<file path="src/rtl/bwhp_pkg.sv">
// Shared constants, enumerations and carriers of the byte-wide host port
package bwhp_pkg;

	// Clock and half period of the CPU output clock (sys_clk drives it)
	localparam int unsigned CLK_HZ        = 10_000_000;
	localparam int unsigned H_NS          = 50;

	// Longest delays, in ns, from strobe high to ready high
	localparam int unsigned RDY_IDLE_NS   = 10 * H_NS + 10;
	localparam int unsigned RDY_DMA16_NS  = 18 * H_NS + 10;
	localparam int unsigned RDY_DMA32_NS  = 26 * H_NS + 10;
	localparam int unsigned RDY_CTRL_NS   = 6 * H_NS + 10;

	// Longest times round down to whole cycles
	localparam int unsigned RDY_IDLE_CYC  = (RDY_IDLE_NS * (CLK_HZ / 1_000_000)) / 1000;
	localparam int unsigned RDY_DMA16_CYC = (RDY_DMA16_NS * (CLK_HZ / 1_000_000)) / 1000;
	localparam int unsigned RDY_DMA32_CYC = (RDY_DMA32_NS * (CLK_HZ / 1_000_000)) / 1000;
	localparam int unsigned RDY_CTRL_CYC  = (RDY_CTRL_NS * (CLK_HZ / 1_000_000)) / 1000;

	// Busy counter width and control register layout
	localparam int unsigned CNT_W         = 4;
	localparam int unsigned CORE_IRQ_BIT  = 2;
	localparam int unsigned HOST_IRQ_BIT  = 3;
	localparam logic        HOST_INTERRUPT_OUT_RST      = 1'b1;
	localparam logic [15:0] ADDR_RST      = 16'h0000;

	// Access kind chosen by the two type-select pins
	typedef enum logic [1:0] {ACC_CTRL, ACC_DATA_INC, ACC_ADDR, ACC_DATA} bwhp_acc_t;

	// Activity of the DMA controller sharing the internal bus
	typedef enum logic [1:0] {DMA_IDLE, DMA_16, DMA_32, DMA_RSVD} bwhp_dma_t;

	// Busy state of the port
	typedef enum logic [1:0] {ST_IDLE, ST_MEM, ST_CTRL} bwhp_st_t;

	// Host pins as seen by the device
	typedef struct packed {
		logic       host_chip_select_n;
		logic       host_strobe_a_n;
		logic       host_strobe_b_n;
		logic       byte_half_select;
		bwhp_acc_t  access_type_select;
		logic       host_read_write_select;
		logic [7:0] host_data_bus;
	} bwhp_pins_t;

	// Internal memory request
	typedef struct packed {
		logic        req;
		logic        we;
		logic [15:0] addr;
		logic [15:0] wdata;
	} bwhp_mem_t;

endpackage

</file>
<file path="src/rtl/bwhp_port.sv">
// Byte-wide host port: host pins to internal memory, control register, interrupts
`timescale 1ns/1ps
`default_nettype none
module bwhp_port
	import bwhp_pkg::*;
(
	input  wire logic        sys_clk_i,          // CPU output clock
	input  wire logic        resetn_i,           // Async reset, active low
	input  wire bwhp_pins_t  pins_i,             // Host pins, asynchronous
	input  wire bwhp_dma_t   dma_mode_i,         // DMA activity on the shared bus
	input  wire logic        host_irq_req_i,     // Core asks to interrupt the host
	input  wire logic [15:0] mem_rdata_i,        // Memory read data
	input  wire logic        gpio_mode_i,        // Data pins used as GPIO
	input  wire logic [7:0]  gpio_out_i,         // GPIO output values
	input  wire logic [7:0]  gpio_dir_i,         // GPIO drive enables
	output logic      [7:0]  host_data_bus_o,    // Data pins, out value
	output logic      [7:0]  host_data_bus_oe_o, // Data pins, drive enables
	output logic             host_ready_out_o,   // Ready to host
	output logic             host_interrupt_out_o, // Host interrupt, active low
	output logic             core_irq_o,         // Pulse to the core
	output bwhp_mem_t        mem_o,              // Memory request
	output logic      [7:0]  gpio_in_o           // GPIO input values
);

	////////////////////////////////////////////////////////////////////////////
	// Pin synchronisers and strobe merge
	bwhp_pins_t s1_q, s2_q;
	logic       ds_q, ds_n, ds_fall, ds_rise;
	// merged strobe
	// Any one input high ends the transfer strobe
	assign ds_n    = s2_q.host_chip_select_n | s2_q.host_strobe_a_n | s2_q.host_strobe_b_n;
	assign ds_fall = ds_q & ~ds_n;
	assign ds_rise = ~ds_q & ds_n;
	// Two flops before any logic looks at the pins; idle pins read high
	always_ff @(posedge sys_clk_i or negedge resetn_i) begin
		if (!resetn_i) begin
			s1_q <= '1;
			s2_q <= '1;
			ds_q <= 1'b1;
		end else begin
			s1_q <= pins_i;
			s2_q <= s1_q;
			ds_q <= ds_n;
		end
	end

	////////////////////////////////////////////////////////////////////////////
	// Access capture, registers and data path
	logic        half_q, half_d, rnw_q, rnw_d, drive_q, drive_d, hold_q, hold_d;
	bwhp_acc_t   acc_q, acc_d;
	logic [7:0]  wbyte_q, wbyte_d, dout_q, dout_d, ctrl_q, ctrl_d;
	logic [15:0] addr_q, addr_d, rword_q, rword_d, wword_q, wword_d;
	logic        host_interrupt_out_q, host_interrupt_out_d, core_q, core_d;
	logic        start_mem, start_we, start_ctrl, irq_bits, mem_done;
	bwhp_st_t    st_q, st_d;
	logic [CNT_W-1:0] cnt_q, cnt_d, lat_c;
	bwhp_mem_t   mem_q, mem_d;
	// busy latency by DMA load, less the registered ready stage
	assign lat_c = (dma_mode_i == DMA_16) ? CNT_W'(RDY_DMA16_CYC - 1) :
		(dma_mode_i == DMA_32) ? CNT_W'(RDY_DMA32_CYC - 1) :
		CNT_W'(RDY_IDLE_CYC - 1);
	assign irq_bits = wbyte_q[CORE_IRQ_BIT] | wbyte_q[HOST_IRQ_BIT];
	assign mem_done = (st_q == ST_MEM) && (cnt_q == CNT_W'(1));
	// Decide, at strobe end, which transfer the access starts
	always_comb begin
		start_mem  = 1'b0;
		start_we   = 1'b0;
		start_ctrl = 1'b0;
		if (ds_rise && (st_q == ST_IDLE) && !gpio_mode_i) begin
			if (!rnw_q && half_q && (acc_q == ACC_DATA || acc_q == ACC_DATA_INC)) begin
				start_mem = 1'b1;
				start_we  = 1'b1;
			end else if (!rnw_q && half_q && acc_q == ACC_ADDR) begin
				start_mem = 1'b1;
			end else if (rnw_q && half_q && acc_q == ACC_DATA_INC) begin
				start_mem = 1'b1;
			end
			if (!rnw_q && acc_q == ACC_CTRL && irq_bits)
				start_ctrl = 1'b1;
		end
	end
	// Next values of the access, register and data path state
	always_comb begin
		half_d  = half_q;
		acc_d   = acc_q;
		rnw_d   = rnw_q;
		wbyte_d = wbyte_q;
		addr_d  = addr_q;
		wword_d = wword_q;
		rword_d = rword_q;
		ctrl_d  = ctrl_q;
		host_interrupt_out_d  = host_interrupt_out_q;
		core_d  = 1'b0;
		drive_d = drive_q;
		hold_d  = 1'b0;
		dout_d  = dout_q;
		if (ds_fall) begin
			half_d = s2_q.byte_half_select;
			acc_d  = s2_q.access_type_select;
			rnw_d  = s2_q.host_read_write_select;
		end
		// last byte seen while strobe low
		if (!ds_n)
			wbyte_d = s2_q.host_data_bus;
		// data bytes come from the prefetched word, high half first; control and address reads come from their registers
		if (ds_fall && s2_q.host_read_write_select && !gpio_mode_i) begin
			drive_d = 1'b1;
			if (s2_q.access_type_select == ACC_CTRL)
				dout_d = ctrl_q;
			else if (s2_q.access_type_select == ACC_ADDR)
				dout_d = s2_q.byte_half_select ? addr_q[7:0] : addr_q[15:8];
			else
				dout_d = s2_q.byte_half_select ? rword_q[7:0] : rword_q[15:8];
		end
		// hold one cycle after rise, then release
		if (ds_rise && drive_q)
			hold_d = 1'b1;
		if (hold_q && ds_n)
			drive_d = 1'b0;
		if (ds_rise && !rnw_q && !gpio_mode_i && st_q == ST_IDLE) begin
			if (acc_q == ACC_ADDR && !half_q)
				addr_d[15:8] = wbyte_q;
			else if (acc_q == ACC_ADDR)
				addr_d[7:0] = wbyte_q;
			else if (acc_q != ACC_CTRL && !half_q)
				wword_d[15:8] = wbyte_q;
			else if (acc_q != ACC_CTRL)
				wword_d[7:0] = wbyte_q;
			else begin
				// plain bits stored without a ready drop
				ctrl_d = wbyte_q & ~(8'h01 << CORE_IRQ_BIT) & ~(8'h01 << HOST_IRQ_BIT);
				core_d = wbyte_q[CORE_IRQ_BIT];
				if (wbyte_q[HOST_IRQ_BIT])
					host_interrupt_out_d = 1'b1;
			end
		end
		// core request sets the host interrupt; set wins over clear
		if (host_irq_req_i)
			host_interrupt_out_d = 1'b0;
		if (mem_done && !mem_q.we)
			rword_d = mem_rdata_i;
		else if (mem_done)
			rword_d = mem_q.wdata;
		if (mem_done && acc_q == ACC_DATA_INC)
			addr_d = addr_q + 16'h0001;
	end
	// Registers of the access and data path
	always_ff @(posedge sys_clk_i or negedge resetn_i) begin
		if (!resetn_i) begin
			half_q  <= 1'b0;
			acc_q   <= ACC_CTRL;
			rnw_q   <= 1'b0;
			wbyte_q <= 8'h00;
			addr_q  <= ADDR_RST;
			wword_q <= 16'h0000;
			rword_q <= 16'h0000;
			ctrl_q  <= 8'h00;
			host_interrupt_out_q  <= HOST_INTERRUPT_OUT_RST;
			core_q  <= 1'b0;
			drive_q <= 1'b0;
			hold_q  <= 1'b0;
			dout_q  <= 8'h00;
		end else begin
			half_q  <= half_d;
			acc_q   <= acc_d;
			rnw_q   <= rnw_d;
			wbyte_q <= wbyte_d;
			addr_q  <= addr_d;
			wword_q <= wword_d;
			rword_q <= rword_d;
			ctrl_q  <= ctrl_d;
			host_interrupt_out_q  <= host_interrupt_out_d;
			core_q  <= core_d;
			drive_q <= drive_d;
			hold_q  <= hold_d;
			dout_q  <= dout_d;
		end
	end

	////////////////////////////////////////////////////////////////////////////
	// Busy sequencer, memory request and ready
	logic       rdy_q, rdy_d;
	logic [7:0] pin_o_q, pin_o_d, pin_oe_q, pin_oe_d, gin_q;
	logic [4:0] run_q; // Cycles spent busy, for the ready bound
	// A transfer started while busy is dropped; host must wait for ready
	always_comb begin
		st_d  = st_q;
		cnt_d = cnt_q;
		mem_d = mem_q;
		mem_d.req = 1'b0;
		case (st_q)
			ST_IDLE: begin
				if (start_mem) begin
					st_d      = ST_MEM;
					cnt_d     = lat_c;
					mem_d.req = 1'b1;
					mem_d.we  = start_we;
					mem_d.addr  = start_we ? addr_q :
						(acc_q == ACC_DATA_INC) ? addr_q + 16'h0001 : addr_d;
					mem_d.wdata = {wword_q[15:8], wbyte_q};
				end else if (start_ctrl) begin
					st_d  = ST_CTRL;
					cnt_d = CNT_W'(RDY_CTRL_CYC - 1);
				end
			end
			default: begin
				cnt_d = cnt_q - CNT_W'(1);
				if (cnt_q == CNT_W'(1))
					st_d = ST_IDLE;
			end
		endcase
		// chip select high forces ready high
		rdy_d = s2_q.host_chip_select_n | (st_d == ST_IDLE);
		// pins to GPIO when gpio_mode_i is set; read data leaves with its enable, never stale
		pin_o_d  = gpio_mode_i ? gpio_out_i : dout_d;
		pin_oe_d = gpio_mode_i ? gpio_dir_i : {8{drive_d}};
	end
	// ready and pins leave flip-flops on the clock edge
	always_ff @(posedge sys_clk_i or negedge resetn_i) begin
		if (!resetn_i) begin
			st_q     <= ST_IDLE;
			cnt_q    <= '0;
			mem_q    <= '0;
			rdy_q    <= 1'b1;
			pin_o_q  <= 8'h00;
			pin_oe_q <= 8'h00;
			gin_q    <= 8'h00;
			run_q    <= 5'h00;
		end else begin
			st_q     <= st_d;
			cnt_q    <= cnt_d;
			mem_q    <= mem_d;
			rdy_q    <= rdy_d;
			pin_o_q  <= pin_o_d;
			pin_oe_q <= pin_oe_d;
			gin_q    <= s2_q.host_data_bus;
			run_q    <= (st_q == ST_IDLE) ? 5'h00 : run_q + 5'h01;
		end
	end
	assign host_data_bus_o      = pin_o_q;
	assign host_data_bus_oe_o   = pin_oe_q;
	assign host_ready_out_o     = rdy_q;
	assign host_interrupt_out_o = host_interrupt_out_q;
	assign core_irq_o           = core_q;
	assign mem_o                = mem_q;
	assign gpio_in_o            = gin_q;

	////////////////////////////////////////////////////////////////////////////
	// Assertions and covers
	property p_merge;
		@(posedge sys_clk_i) disable iff (!resetn_i)
		ds_fall |-> !s2_q.host_chip_select_n && !s2_q.host_strobe_a_n && !s2_q.host_strobe_b_n;
	endproperty
	a_merge: assert property (p_merge) else $error("strobe fell with an input high");
	property p_half;
		@(posedge sys_clk_i) disable iff (!resetn_i)
		ds_fall |=> half_q == $past(s2_q.byte_half_select);
	endproperty
	a_half: assert property (p_half) else $error("byte half not captured");
	property p_wbyte;
		@(posedge sys_clk_i) disable iff (!resetn_i)
		ds_rise && !rnw_q && acc_q == ACC_ADDR && half_q && st_q == ST_IDLE && !gpio_mode_i
		|=> addr_q[7:0] == $past(wbyte_q);
	endproperty
	a_wbyte: assert property (p_wbyte) else $error("write byte lost at rise");
	property p_hold;
		@(posedge sys_clk_i) disable iff (!resetn_i)
		ds_rise && drive_q && !gpio_mode_i ##1 ds_n |=> !pin_oe_q[0] [*2];
	endproperty
	a_hold: assert property (p_hold) else $error("read data not released");
	property p_second;
		@(posedge sys_clk_i) disable iff (!resetn_i)
		ds_fall && s2_q.host_read_write_select && !gpio_mode_i |=> ##1 pin_oe_q == 8'hff;
	endproperty
	a_second: assert property (p_second) else $error("read byte not driven");
	property p_busy;
		@(posedge sys_clk_i) disable iff (!resetn_i)
		start_mem ##1 !s2_q.host_chip_select_n |-> !host_ready_out_o;
	endproperty
	a_busy: assert property (p_busy) else $error("ready high during transfer");
	property p_bound;
		@(posedge sys_clk_i) disable iff (!resetn_i)
		st_q != ST_IDLE |-> run_q < 5'(RDY_DMA32_CYC - 1);
	endproperty
	a_bound: assert property (p_bound) else $error("transfer too long");
	property p_cs;
		@(posedge sys_clk_i) disable iff (!resetn_i)
		s2_q.host_chip_select_n |=> host_ready_out_o;
	endproperty
	a_cs: assert property (p_cs) else $error("ready low with chip select high");
	property p_ctrl;
		@(posedge sys_clk_i) disable iff (!resetn_i)
		start_ctrl |=> st_q == ST_CTRL ##2 st_q == ST_IDLE;
	endproperty
	a_ctrl: assert property (p_ctrl) else $error("interrupt write busy length wrong");
	property p_plain;
		@(posedge sys_clk_i) disable iff (!resetn_i)
		ds_rise && st_q == ST_IDLE && !rnw_q && acc_q == ACC_CTRL && !irq_bits |=> st_q == ST_IDLE;
	endproperty
	a_plain: assert property (p_plain) else $error("plain control write went busy");
	property p_host_interrupt_out;
		@(posedge sys_clk_i) disable iff (!resetn_i)
		$fell(host_interrupt_out_o) |-> $past(host_irq_req_i);
	endproperty
	a_host_interrupt_out: assert property (p_host_interrupt_out) else $error("host interrupt without request");
	property p_core;
		@(posedge sys_clk_i) disable iff (!resetn_i)
		core_irq_o |-> $past(ds_rise) && $past(acc_q == ACC_CTRL) && !$past(rnw_q);
	endproperty
	a_core: assert property (p_core) else $error("core interrupt without write");
	c_write:  cover property (@(posedge sys_clk_i) start_mem && start_we);
	c_read:   cover property (@(posedge sys_clk_i) start_mem && rnw_q);
	c_ctrl:   cover property (@(posedge sys_clk_i) start_ctrl);
	c_dma32:  cover property (@(posedge sys_clk_i) start_mem && dma_mode_i == DMA_32);
endmodule
`default_nettype wire

</file>
<file path="config.mk">
export PLATFORM = sky130hd
export DESIGN_NAME = bwhp_port
export DESIGN_NICKNAME = d
export VERILOG_FILES = /design/src/rtl/bwhp_pkg.sv /design/src/rtl/bwhp_port.sv
export SDC_FILE = /design/constraint.sdc
export NUM_CORES = 1
export LEC_CHECK = 0
export ABC_CLOCK_PERIOD_IN_PS = 2200
export BUFFER_PORTS_ARGS = -buffer_cell sky130_fd_sc_hd__buf_2
export CELL_PAD_IN_SITES_DETAIL_PLACEMENT = 1
export CELL_PAD_IN_SITES_GLOBAL_PLACEMENT = 1
export CORE_UTILIZATION = 40
export DETAILED_ROUTE_END_ITERATION = 10
export MAX_ROUTING_LAYER = met4
export PLACE_DENSITY = 0.81
export SYNTH_ARGS = -nofsm -noshare
export SYNTH_HDL_FRONTEND = slang
export SYNTH_SLANG_ARGS = --single-unit
</file>
<file path="constraint.sdc">
create_clock -name sys_clk_i -period 2.2 [get_ports sys_clk_i]
set_input_delay 0.33 -clock sys_clk_i [delete_from_list [all_inputs] [get_ports sys_clk_i]]
set_output_delay 0.33 -clock sys_clk_i [all_outputs]
set_load 0.02 [all_outputs]
</file>
==> impl_metrics.json, run 1 <==
{
  "rrSetupSlack_ns": -0.02,
  "syn2layout_area_growth_pct": 29.0,
  "reg2reg_depth": 5,
  "worst_setup_path_end_kind": "flip-flop",
  "r2r-end": "addr_q[5]$_DFF_PN0_",
  "holdCritPathClass": "in2reg",
  "core-area_sq_mm": 0.0175,
  "fin_ws_ns": -0.0210,
  "powerDensity_mw_per_mm2": 1080,
  "yosys.area_share.simple_pct": 14.7,
  "setup_viol": 14,
  "synthMuxAreaShare_pct": 9.06,
  "start_util_pct": 41.5,
  "ir_drop_uv": 579,
  "leakagePower_nw": 4.54,
  "fp-row-count": 48,
  "period_needed_ns": 2.22,
  "r2r_start": "ds_q$_DFF_PN1_",
  "synth_top_family_by_area": "simple AND/OR/NAND/NOR gates",
  "diodes": 0,
  "cp_common_cell": "or4_4",
  "hold_slack_ns": 0.101,
  "worstPathRequired_ns": 2.52,
  "synth-edff-count": 0,
  "finalCritPeriodShare_pct": 101,
  "synth-adder-area-share_pct": 0.687,
  "status": "complete, but fails checks",
  "critPathMaxFanout": 5,
  "grt_overflow_total": 0,
  "clk_latency_ns": 0.43,
  "slew_headroom_pct": 68.1,
  "die-area_sq_mm": 0.0187,
  "synth-xor-area-share_pct": 0.120,
  "pin_count": 114,
  "ant_nets": 0,
  "cp_num_cells": 5,
  "violations": "setup timing",
  "async_flop_share_pct": 100,
  "place_ws_ns": -0.135,
  "layout_common_cells": "dfrtp_1 (133), nand2_1 (127), buf_2 (112), buf_4 (64), o21ai_0 (39)",
  "grt_pass1_wl_microns": 36000,
  "drive_gt1_share_pct": 37.6,
  "layout_commonest_cell": "dfrtp_1",
  "hp-start": "gpio_dir_i[6]",
  "syn_area_per_cell_sq_um": 11.0,
  "synth_nets": 720,
  "worstSetupStartpoint": "ds_q$_DFF_PN1_",
  "place_hpwl_microns": 15900,
  "critPathBufInv": 0,
  "wl_per_cell_microns": 21.5,
  "clockBufferDepth": 2,
  "cp-start-kind": "flip-flop",
  "fp.dieH_microns": 137,
  "cp_slowest_cell": "or4_4",
  "htreeDepth": 4,
  "portBuffers": 113,
  "grt_use_total_pct": 26.7,
  "antenna_found_initial": 0,
  "dieWidth_microns": 137,
  "dpl_cell_area_sq_mm": 0.00841,
  "yosysSeqAreaShare_pct": 57.6,
  "cts.sinks": 166,
  "place_congestion": 0.914,
  "clkTransAtPathRegs_ns": 0.07,
  "hold_viol_final": 0,
  "drc": 0,
  "wirelength_microns": 23200,
  "synthFlopType": "dfrtp_1",
  "cts_tree": "built",
  "first_global_vias": 6474,
  "setup_tns_ns": -0.118,
  "cts_buffers": 17,
  "finalInstanceArea_sq_mm": 0.00939,
  "dpl.cell_count": 1016,
  "drt_iter0_markers": 337,
  "yosys_warnings": 0,
  "rsz0062_at_grt": "yes",
  "tightest_slew_ns": 0.479,
  "ys_seq_elements": 166,
  "arrival_ns": 2.54,
  "critical_path.cell_chain": "or4_4, or4_4, a31oi_4, a21oi_1, o221a_1",
  "drv_slew": 0,
  "layout.nets": 896,
  "cp-endpoint": "addr_q[5]$_DFF_PN0_",
  "vias_per_cell": 5.53,
  "drtPass1Iterations": 4,
  "fmax_mhz": 450,
  "vias": 5959,
  "synth_compound_area_share_pct": 13.7,
  "synth_cells": 663,
  "grt_max_degree": 50,
  "timing.critical_path.slowest_cell_delay_ns": 0.59,
  "fin_cells": 1077,
  "synth_cell_types": 74,
  "critPathTopFamily": "simple AND/OR/NAND/NOR gates",
  "finClkSkew_ns": 0.00948,
  "timing_worst_setup_path_type": "reg2reg",
  "cts_root_buf": "clkbuf_16",
  "syn_area_sq_mm": 0.00728,
  "cap_viol_max_count": 0
}
-- stage by stage --
step / utilization, % / power [mW]
2_1_floorplan: - / 5.93
3_3_place_gp: 48.0 / 6.95
3_5_place_dp: 48.0 / 7.12
4_1_cts: 52.5 / 10.1
5_1_grt: 53.6 / 10.6
6_report: 53.6 / 10.1
-- flip-flops by register name, indices dropped and copies added, names as in the netlist, 2 cells and up --
| name | count |
|---|---|
| host_data_bus_oe_o | 8 |
| rword_q | 16 |
| st_q | 2 |
| wbyte_q | 8 |
| cnt_q | 4 |
| mem_o | 34 |
| wword_q | 8 |
| s1_q | 15 |
| gpio_in_o | 8 |
| acc_q | 2 |
| s2_q | 15 |
| dout_q | 8 |
| host_data_bus_o | 8 |
| addr_q | 16 |
| ctrl_q | 6 |
-- cells in the mapped netlist, drive strengths merged (3+ instances only) --
cell type | count | share of area, %
nand4 | 6 | 0.52
o21ai | 48 | 3.3
a211oi | 4 | 0.58
nor2 | 34 | 1.8
inv | 10 | 0.52
mux2i | 31 | 4.3
a21o | 12 | 1.3
o311ai | 3 | 0.60
nor4 | 3 | 0.26
nand3 | 12 | 0.82
buf | 14 | 1.3
a31oi | 5 | 0.64
nor2b | 4 | 0.34
mux2 | 29 | 4.5
o211ai | 3 | 0.31
dfstp | 33 | 12
clkbuf | 32 | 2.1
a21oi | 28 | 1.9
nor3 | 10 | 0.82
o22ai | 7 | 0.60
nand2b | 3 | 0.26
nand2 | 130 | 6.8
ha | 4 | 0.69
a22oi | 7 | 0.72
o221a | 5 | 0.77
and3 | 7 | 0.62
dfrtp | 133 | 46
-- cells by family (layout without fill, tap and decap cells) --
family,Yosys count,in the layout
AND/OR/NAND/NOR,228,229
flip-flops,166,166
AO/OA/AOI/OAI,146,146
multiplexers,61,61
buffers and inverters,57,245
adder cells (fa/ha/maj),4,4
XOR/XNOR,1,1
-- final cells by class --
class                   count  area, sq um
clock buffers              20          447
fillers                  1921         8150
well taps                 225          282
multi-input cells         441         2920
flip-flops and latches    166         4200
repair buffers            203         1390
clock inverters            12          116
inverters                  10         37.5
-- metal layers --
layer	vias up	track usage, %	share of wire, %
met5	-	-	0
met4	0	9.28	1.5
met3	29	4.81	6.3
met2	183	44.9	52
met1	3050	32.2	41
li1	2697	-	-
-- worst min path at each step --
stage | to | depth (start not counted)
after floorplan | acc_q[0]$_DFFE_PN0N_ | 0
after global placement | addr_q[12]$_DFF_PN0_ | 1
after detailed placement | mem_o[21]$_DFFE_PN0P_ | 1
after CTS | host_data_bus_oe_o[6]$_DFF_PN0_ | 2
after global routing | host_data_bus_oe_o[3]$_DFF_PN0_ | 2
final | host_data_bus_oe_o[6]$_DFF_PN0_ | 2
-- power breakdown --
group	switching (mW)	total (mW)	internal, mW
Combinational	1.63	2.83	1.19
Clock	1.28	2.89	1.60
Sequential	0.658	4.42	3.76
-- timing repair --
action,CTS,global route
endpoints found under the setup margin,35,49
hold buffers,17,0
pin swaps,3,7
buffers inserted,2,8
endpoints found under the hold margin,59,0
cloned,1,1
resized for setup,11,24
Note: power is estimated with default switching activity, not from simulation.
==> run 2: changes to the inputs <==
--- a/config.mk
+++ b/config.mk
@@ -5,14 +5,15 @@
 export SDC_FILE = /design/constraint.sdc
 export NUM_CORES = 1
 export LEC_CHECK = 0
+export ABC_AREA = 1
 export ABC_CLOCK_PERIOD_IN_PS = 2200
 export BUFFER_PORTS_ARGS = -buffer_cell sky130_fd_sc_hd__buf_2
 export CELL_PAD_IN_SITES_DETAIL_PLACEMENT = 1
 export CELL_PAD_IN_SITES_GLOBAL_PLACEMENT = 1
-export CORE_UTILIZATION = 40
+export CORE_UTILIZATION = 38
 export DETAILED_ROUTE_END_ITERATION = 10
 export MAX_ROUTING_LAYER = met4
-export PLACE_DENSITY = 0.81
+export PLACE_DENSITY_LB_ADDON = 0.2
 export SYNTH_ARGS = -nofsm -noshare
 export SYNTH_HDL_FRONTEND = slang
 export SYNTH_SLANG_ARGS = --single-unit
==> impl_metrics.json, run 2 <==
{
  "pin_count": 114,
  "wirelength_microns": 23200,
  "drc": 0,
  "timing_worst_setup_path_type": "reg2reg",
  "cts.sinks": 166,
  "yosysSeqAreaShare_pct": 55.7,
  "yosysTopAreaCell": "dfrtp_1",
  "yosys_warnings": 0,
  "htreeDepth": 4,
  "first_global_vias": 6866,
  "post_cts_buffers": 0,
  "synth_nets": 989,
  "antenna_found_initial": 0,
  "layout.nets": 1133,
  "diodes": 0,
  "cap_viol_max_count": 0,
  "die-area_sq_mm": 0.0204,
  "synth_cell_types": 35,
  "syn_area_sq_mm": 0.00753,
  "fp.dieH_microns": 143,
  "start_util_pct": 38.7,
  "finClkSkew_ns": 0.0157,
  "leakagePower_nw": 4.90,
  "tightest_slew_ns": 0.561,
  "place_ws_ns": 0.188,
  "layout_common_cells": "nand2_1 (346), dfrtp_1 (133), buf_2 (112), nor2_1 (85), inv_1 (78)",
  "fin_util_pct": 48.2,
  "critPathMaxFanout": 41,
  "setup_tns_ns": 0,
  "fmax_mhz": 488,
  "status": "finished, final reports clean",
  "layout_commonest_cell": "nand2_1",
  "ir_drop_uv": 589,
  "synthTopCellsByArea": "dfrtp_1 (44%), nand2_1 (17%), dfstp_2 (12%)",
  "drt_iter0_markers": 319,
  "vias": 6678,
  "largest_register_ffs": 34,
  "cts_buffers": 17,
  "syn2layout_area_growth_pct": 24.6,
  "place_congestion": 0.854,
  "grt_use_total_pct": 25.2,
  "powerDensity_mw_per_mm2": 1190,
  "yosysTopAreaCellShare_pct": 44.2,
  "arrival_ns": 2.37,
  "drv_slew": 0,
  "synthFlopType": "dfrtp_1",
  "cts_hold_buf": 16,
  "ys_seq_elements": 166,
  "hold_slack_ns": 0.107,
  "worstPathRequired_ns": 2.52,
  "drive_gt1_share_pct": 21.0,
  "core-area_sq_mm": 0.0195,
  "fillers": 2347,
  "place_hpwl_microns": 16500,
  "synthTopCellsByCount": "nand2_1 (346), dfrtp_1 (133), nor2_1 (85)",
  "fp-row-count": 51,
  "syn_area_per_cell_sq_um": 8.08,
  "fin_ws_ns": 0.149,
  "dieWidth_microns": 143,
  "synth.most_common_cell": "nand2_1",
  "async_flop_share_pct": 100,
  "grt_pass1_wl_microns": 37300,
  "grt_max_degree": 55,
  "cts_root_buf": "clkbuf_16",
  "cts_tree": "built",
  "slew_headroom_pct": 62.6,
  "ant_nets": 0,
  "synth-edff-count": 0,
  "portBuffers": 113,
  "drtPass1Iterations": 5,
  "clkTransAtPathRegs_ns": 0.07,
  "cts_resized": 0,
  "setup_viol": 0,
  "finalCritPeriodShare_pct": 93.2,
  "worst_setup_path_end_kind": "flip-flop",
  "cp-start-kind": "flip-flop",
  "vias_per_cell": 4.93,
  "hold_viol_final": 0,
  "clockBufferDepth": 2,
  "synth_cells": 932,
  "period_needed_ns": 2.05,
  "clk_latency_ns": 0.43,
  "holdCritPathClass": "in2reg",
  "rsz0062_at_grt": "no",
  "wl_per_cell_microns": 17.2,
  "grt_overflow_total": 0
}
## run 2: cell families (layout without fill, tap and decap cells)
logic type               Yosys count  count (layout)  synth area share (%)
buffers and inverters            122             279                  6.19
XOR/XNOR                           7               7                 0.814
AND/OR/NAND/NOR                  491             491                  26.4
flip-flops                       166             166                  55.7
adder cells (fa/ha/maj)            4               4                 0.664
AO/OA/AOI/OAI                    142             142                  10.3
## run 2: metrics by stage
step | instance area, sq um | total power [mW] | cells
2_1_floorplan | 7530 | 6.65 | 932
3_3_place_gp | 8590 | 7.88 | 1306
3_5_place_dp | 8590 | 8.01 | 1306
4_1_cts | 9390 | 11.3 | 1354
5_1_grt | 9390 | 11.9 | 1354
6_report | 9390 | 11.2 | 1354
## run 2: power breakdown
| part | total, mW | internal (mW) | switching [mW] |
|---|---|---|---|
| Sequential | 4.52 | 3.84 | 0.677 |
| Combinational | 3.45 | 1.20 | 2.25 |
| Clock | 3.22 | 1.90 | 1.32 |
| Total | 11.2 | 6.95 | 4.25 |
## run 2: layout make-up
class	instances	area (sq um)	share of cell area, %
clock inverter	11	161	1.72
timing repair buffer	167	1050	11.2
inverter	80	300	3.20
tap	265	332	3.53
sequential	166	4200	44.7
multi-input combinational	644	2870	30.6
clock buffer	21	470	5.01
## run 2: layer usage
layer | vias up | track usage, % | wire length, microns
met5 | - | - | 0
met4 | 0 | 7.70 | 339
met3 | 20 | 3.49 | 802
met2 | 148 | 40.7 | 11200
met1 | 3272 | 32.9 | 10900
li1 | 3238 | - | -
## run 2: worst max-delay path, cell delays in order, from the launching register on
cell and delay, ns:
dfstp_2 0.52, inv_1 0.05, nand2_1 0.22, nand2_1 0.19, nor2_1 0.20, nand2_1 0.13, inv_1 0.12, buf_12 0.22
o21ai_0 0.14, inv_1 0.08, a21oi_1 0.07
## run 2: final timing paths
check                                         from                               to  slack [ns]  cells past startpoint
worst min-delay path                 gpio_out_i[5]     host_data_bus_o[5]$_DFF_PN0_        0.11                      3
worst min register to register   s1_q[6]$_DFF_PN1_                s2_q[6]$_DFF_PN1_        0.35                      0
worst max-delay path            s2_q[14]$_DFF_PN1_            mem_o[24]$_DFFE_PN0P_        0.15                     10
min in group asynchronous                 resetn_i  host_data_bus_oe_o[0]$_DFF_PN0_        0.45                      2
worst max register to register  s2_q[14]$_DFF_PN1_            mem_o[24]$_DFFE_PN0P_        0.15                     10
max in group asynchronous                 resetn_i                s2_q[8]$_DFF_PN1_        1.04                      3
==> run 3: changes to the inputs <==
--- a/config.mk
+++ b/config.mk
@@ -10,7 +10,8 @@
 export BUFFER_PORTS_ARGS = -buffer_cell sky130_fd_sc_hd__buf_2
 export CELL_PAD_IN_SITES_DETAIL_PLACEMENT = 1
 export CELL_PAD_IN_SITES_GLOBAL_PLACEMENT = 1
-export CORE_UTILIZATION = 38
+export CORE_UTILIZATION = 39
+export CTS_BUF_LIST = sky130_fd_sc_hd__clkbuf_2 sky130_fd_sc_hd__clkbuf_4 sky130_fd_sc_hd__clkbuf_8
 export DETAILED_ROUTE_END_ITERATION = 10
 export MAX_ROUTING_LAYER = met4
 export PLACE_DENSITY_LB_ADDON = 0.2
==> impl_metrics.json, run 3 (same netlist as run 2, synthesis figures left out) <==
{
  "cts_tree": "built",
  "holdPathEnd": "host_data_bus_oe_o[3]$_DFF_PN0_",
  "timing.critical_path.slowest_cell_delay_ns": 0.37,
  "fin_ws_ns": 0.191,
  "grt_pass1_wl_microns": 36300,
  "wirelength_microns": 22400,
  "layout.nets": 1132,
  "portBuffers": 113,
  "layout_common_cells": "nand2_1 (346), dfrtp_1 (133), buf_2 (112), nor2_1 (85), inv_1 (78)",
  "drive_gt1_share_pct": 21.0,
  "cts_resized": 0,
  "cts_buffers": 17,
  "arrival_ns": 2.36,
  "vias": 6600,
  "tightest_slew_ns": 0.523,
  "syn2layout_area_growth_pct": 21.6,
  "holdCritPathClass": "in2reg",
  "pin_count": 114,
  "finClkSkew_ns": 0.0174,
  "setup_tns_ns": 0,
  "vias_per_cell": 4.90,
  "clk_latency_ns": 0.47,
  "cts_hold_buf": 16,
  "diodes": 0,
  "finalPower_mw": 10.3,
  "slew_headroom_pct": 65.0,
  "grt_use_total_pct": 24.7,
  "hold_slack_ns": 0.0517,
  "wl_per_cell_microns": 16.6,
  "start_util_pct": 40.0,
  "fin_util_pct": 48.7,
  "clockBufferDepth": 2,
  "timing_worst_setup_path_type": "reg2reg",
  "largest_register_ffs": 34,
  "finalInstanceArea_sq_mm": 0.00916,
  "dpl.cell_count": 1300,
  "r2r_start": "cnt_q[1]$_DFFE_PN0P_",
  "place_congestion": 0.860,
  "hold_viol_final": 0,
  "clkTransAtPathRegs_ns": 0.10,
  "grt_max_degree": 47,
  "cts_root_buf": "clkbuf_8",
  "finalCritPeriodShare_pct": 91.3,
  "first_global_vias": 6710,
  "drv_slew": 0,
  "rrSetupSlack_ns": 0.19,
  "htreeDepth": 4,
  "period_needed_ns": 2.01,
  "drt_iter0_markers": 387,
  "ant_nets": 0,
  "place_ws_ns": 0.211,
  "cp_slowest_cell": "dfrtp_1",
  "die-area_sq_mm": 0.0199,
  "reg2reg_depth": 9,
  "leakagePower_nw": 4.82,
  "hp-start": "gpio_dir_i[3]",
  "dpl_cell_area_sq_mm": 0.00859,
  "grt_overflow_total": 0,
  "fmax_mhz": 498,
  "core-area_sq_mm": 0.0188,
  "cp-start-kind": "flip-flop",
  "rsz0062_at_grt": "no",
  "fp.dieH_microns": 141,
  "powerDensity_mw_per_mm2": 1120,
  "setup_viol": 0,
  "worstHoldPathCells": 3,
  "r2r-end": "addr_q[14]$_DFF_PN0_",
  "worstSetupStartpoint": "cnt_q[1]$_DFFE_PN0P_",
  "antenna_found_initial": 0,
  "critical_path.cell_chain": "inv_1, ha_1, nand3_1, nor3_2, nand2_1, buf_12, inv_1, a21oi_1, or2_2",
  "layout_commonest_cell": "nand2_1",
  "critPathMaxFanout": 26,
  "fin_cells": 1348,
  "worst_setup_path_end_kind": "flip-flop",
  "drtPass1Iterations": 7,
  "dieWidth_microns": 141,
  "worstPathRequired_ns": 2.56,
  "cap_viol_max_count": 0,
  "drc": 0,
  "fp-row-count": 50,
  "status": "finished, final reports clean",
  "cp_common_cell": "inv_1",
  "cts.sinks": 166,
  "place_hpwl_microns": 16100,
  "post_cts_buffers": 0,
  "ir_drop_uv": 492
}
-- run 3: cell count changes in the layout (fill, tap and decap cells not counted), moves of 2 or more --
cell        before  now
clkinv_2         0    2
inv_6            2    5
clkinvlp_4       3    1
clkbuf_8         3   19
clkbuf_16       17    0
buf_4           35   33
-- run 3: power by group --
part	internal, mW	total (mW)	switching [mW]
clock network	1.11	2.32	1.21
registers	3.84	4.46	0.625
logic	1.22	3.49	2.27
-- run 3: final cells by class --
type / count / area (sq um)
clock buffer: 20 / 269
clock inverter: 12 / 141
fill: 2305 / 9670
inverter: 80 / 300
multi-input combinational: 644 / 2870
sequential: 166 / 4200
tap: 260 / 325
timing repair buffer: 166 / 1060
-- run 3: metal layers --
layer | wire (microns) | global-route usage, % | up-vias
met5 | 0 | - | -
met2 | 10600 | 38.9 | 126
met4 | 418 | 7.72 | 0
li1 | - | - | 3239
met1 | 10600 | 33.0 | 3213
met3 | 858 | 3.77 | 22
-- run 3: worst max-delay path by stage --
stage	endpoint	slack, ns	depth (start not counted)
floorplan	addr_q[14]$_DFF_PN0_	0.38	8
global placement	mem_o[23]$_DFFE_PN0P_	0.27	11
detailed placement	addr_q[14]$_DFF_PN0_	0.21	9
CTS	addr_q[14]$_DFF_PN0_	0.19	9
global route	wword_q[8]$_DFFE_PN0P_	0.02	6
finish	addr_q[14]$_DFF_PN0_	0.19	9
-- run 3: worst max-delay path: cells and delay by family (launching register included) --
| family | cells | cell delay [ns] |
|---|---|---|
| simple gates | 4 | 0.88 |
| buf+inv | 3 | 0.41 |
| compound gates | 1 | 0.04 |
| fa+ha+maj | 1 | 0.19 |
| flops | 1 | 0.37 |
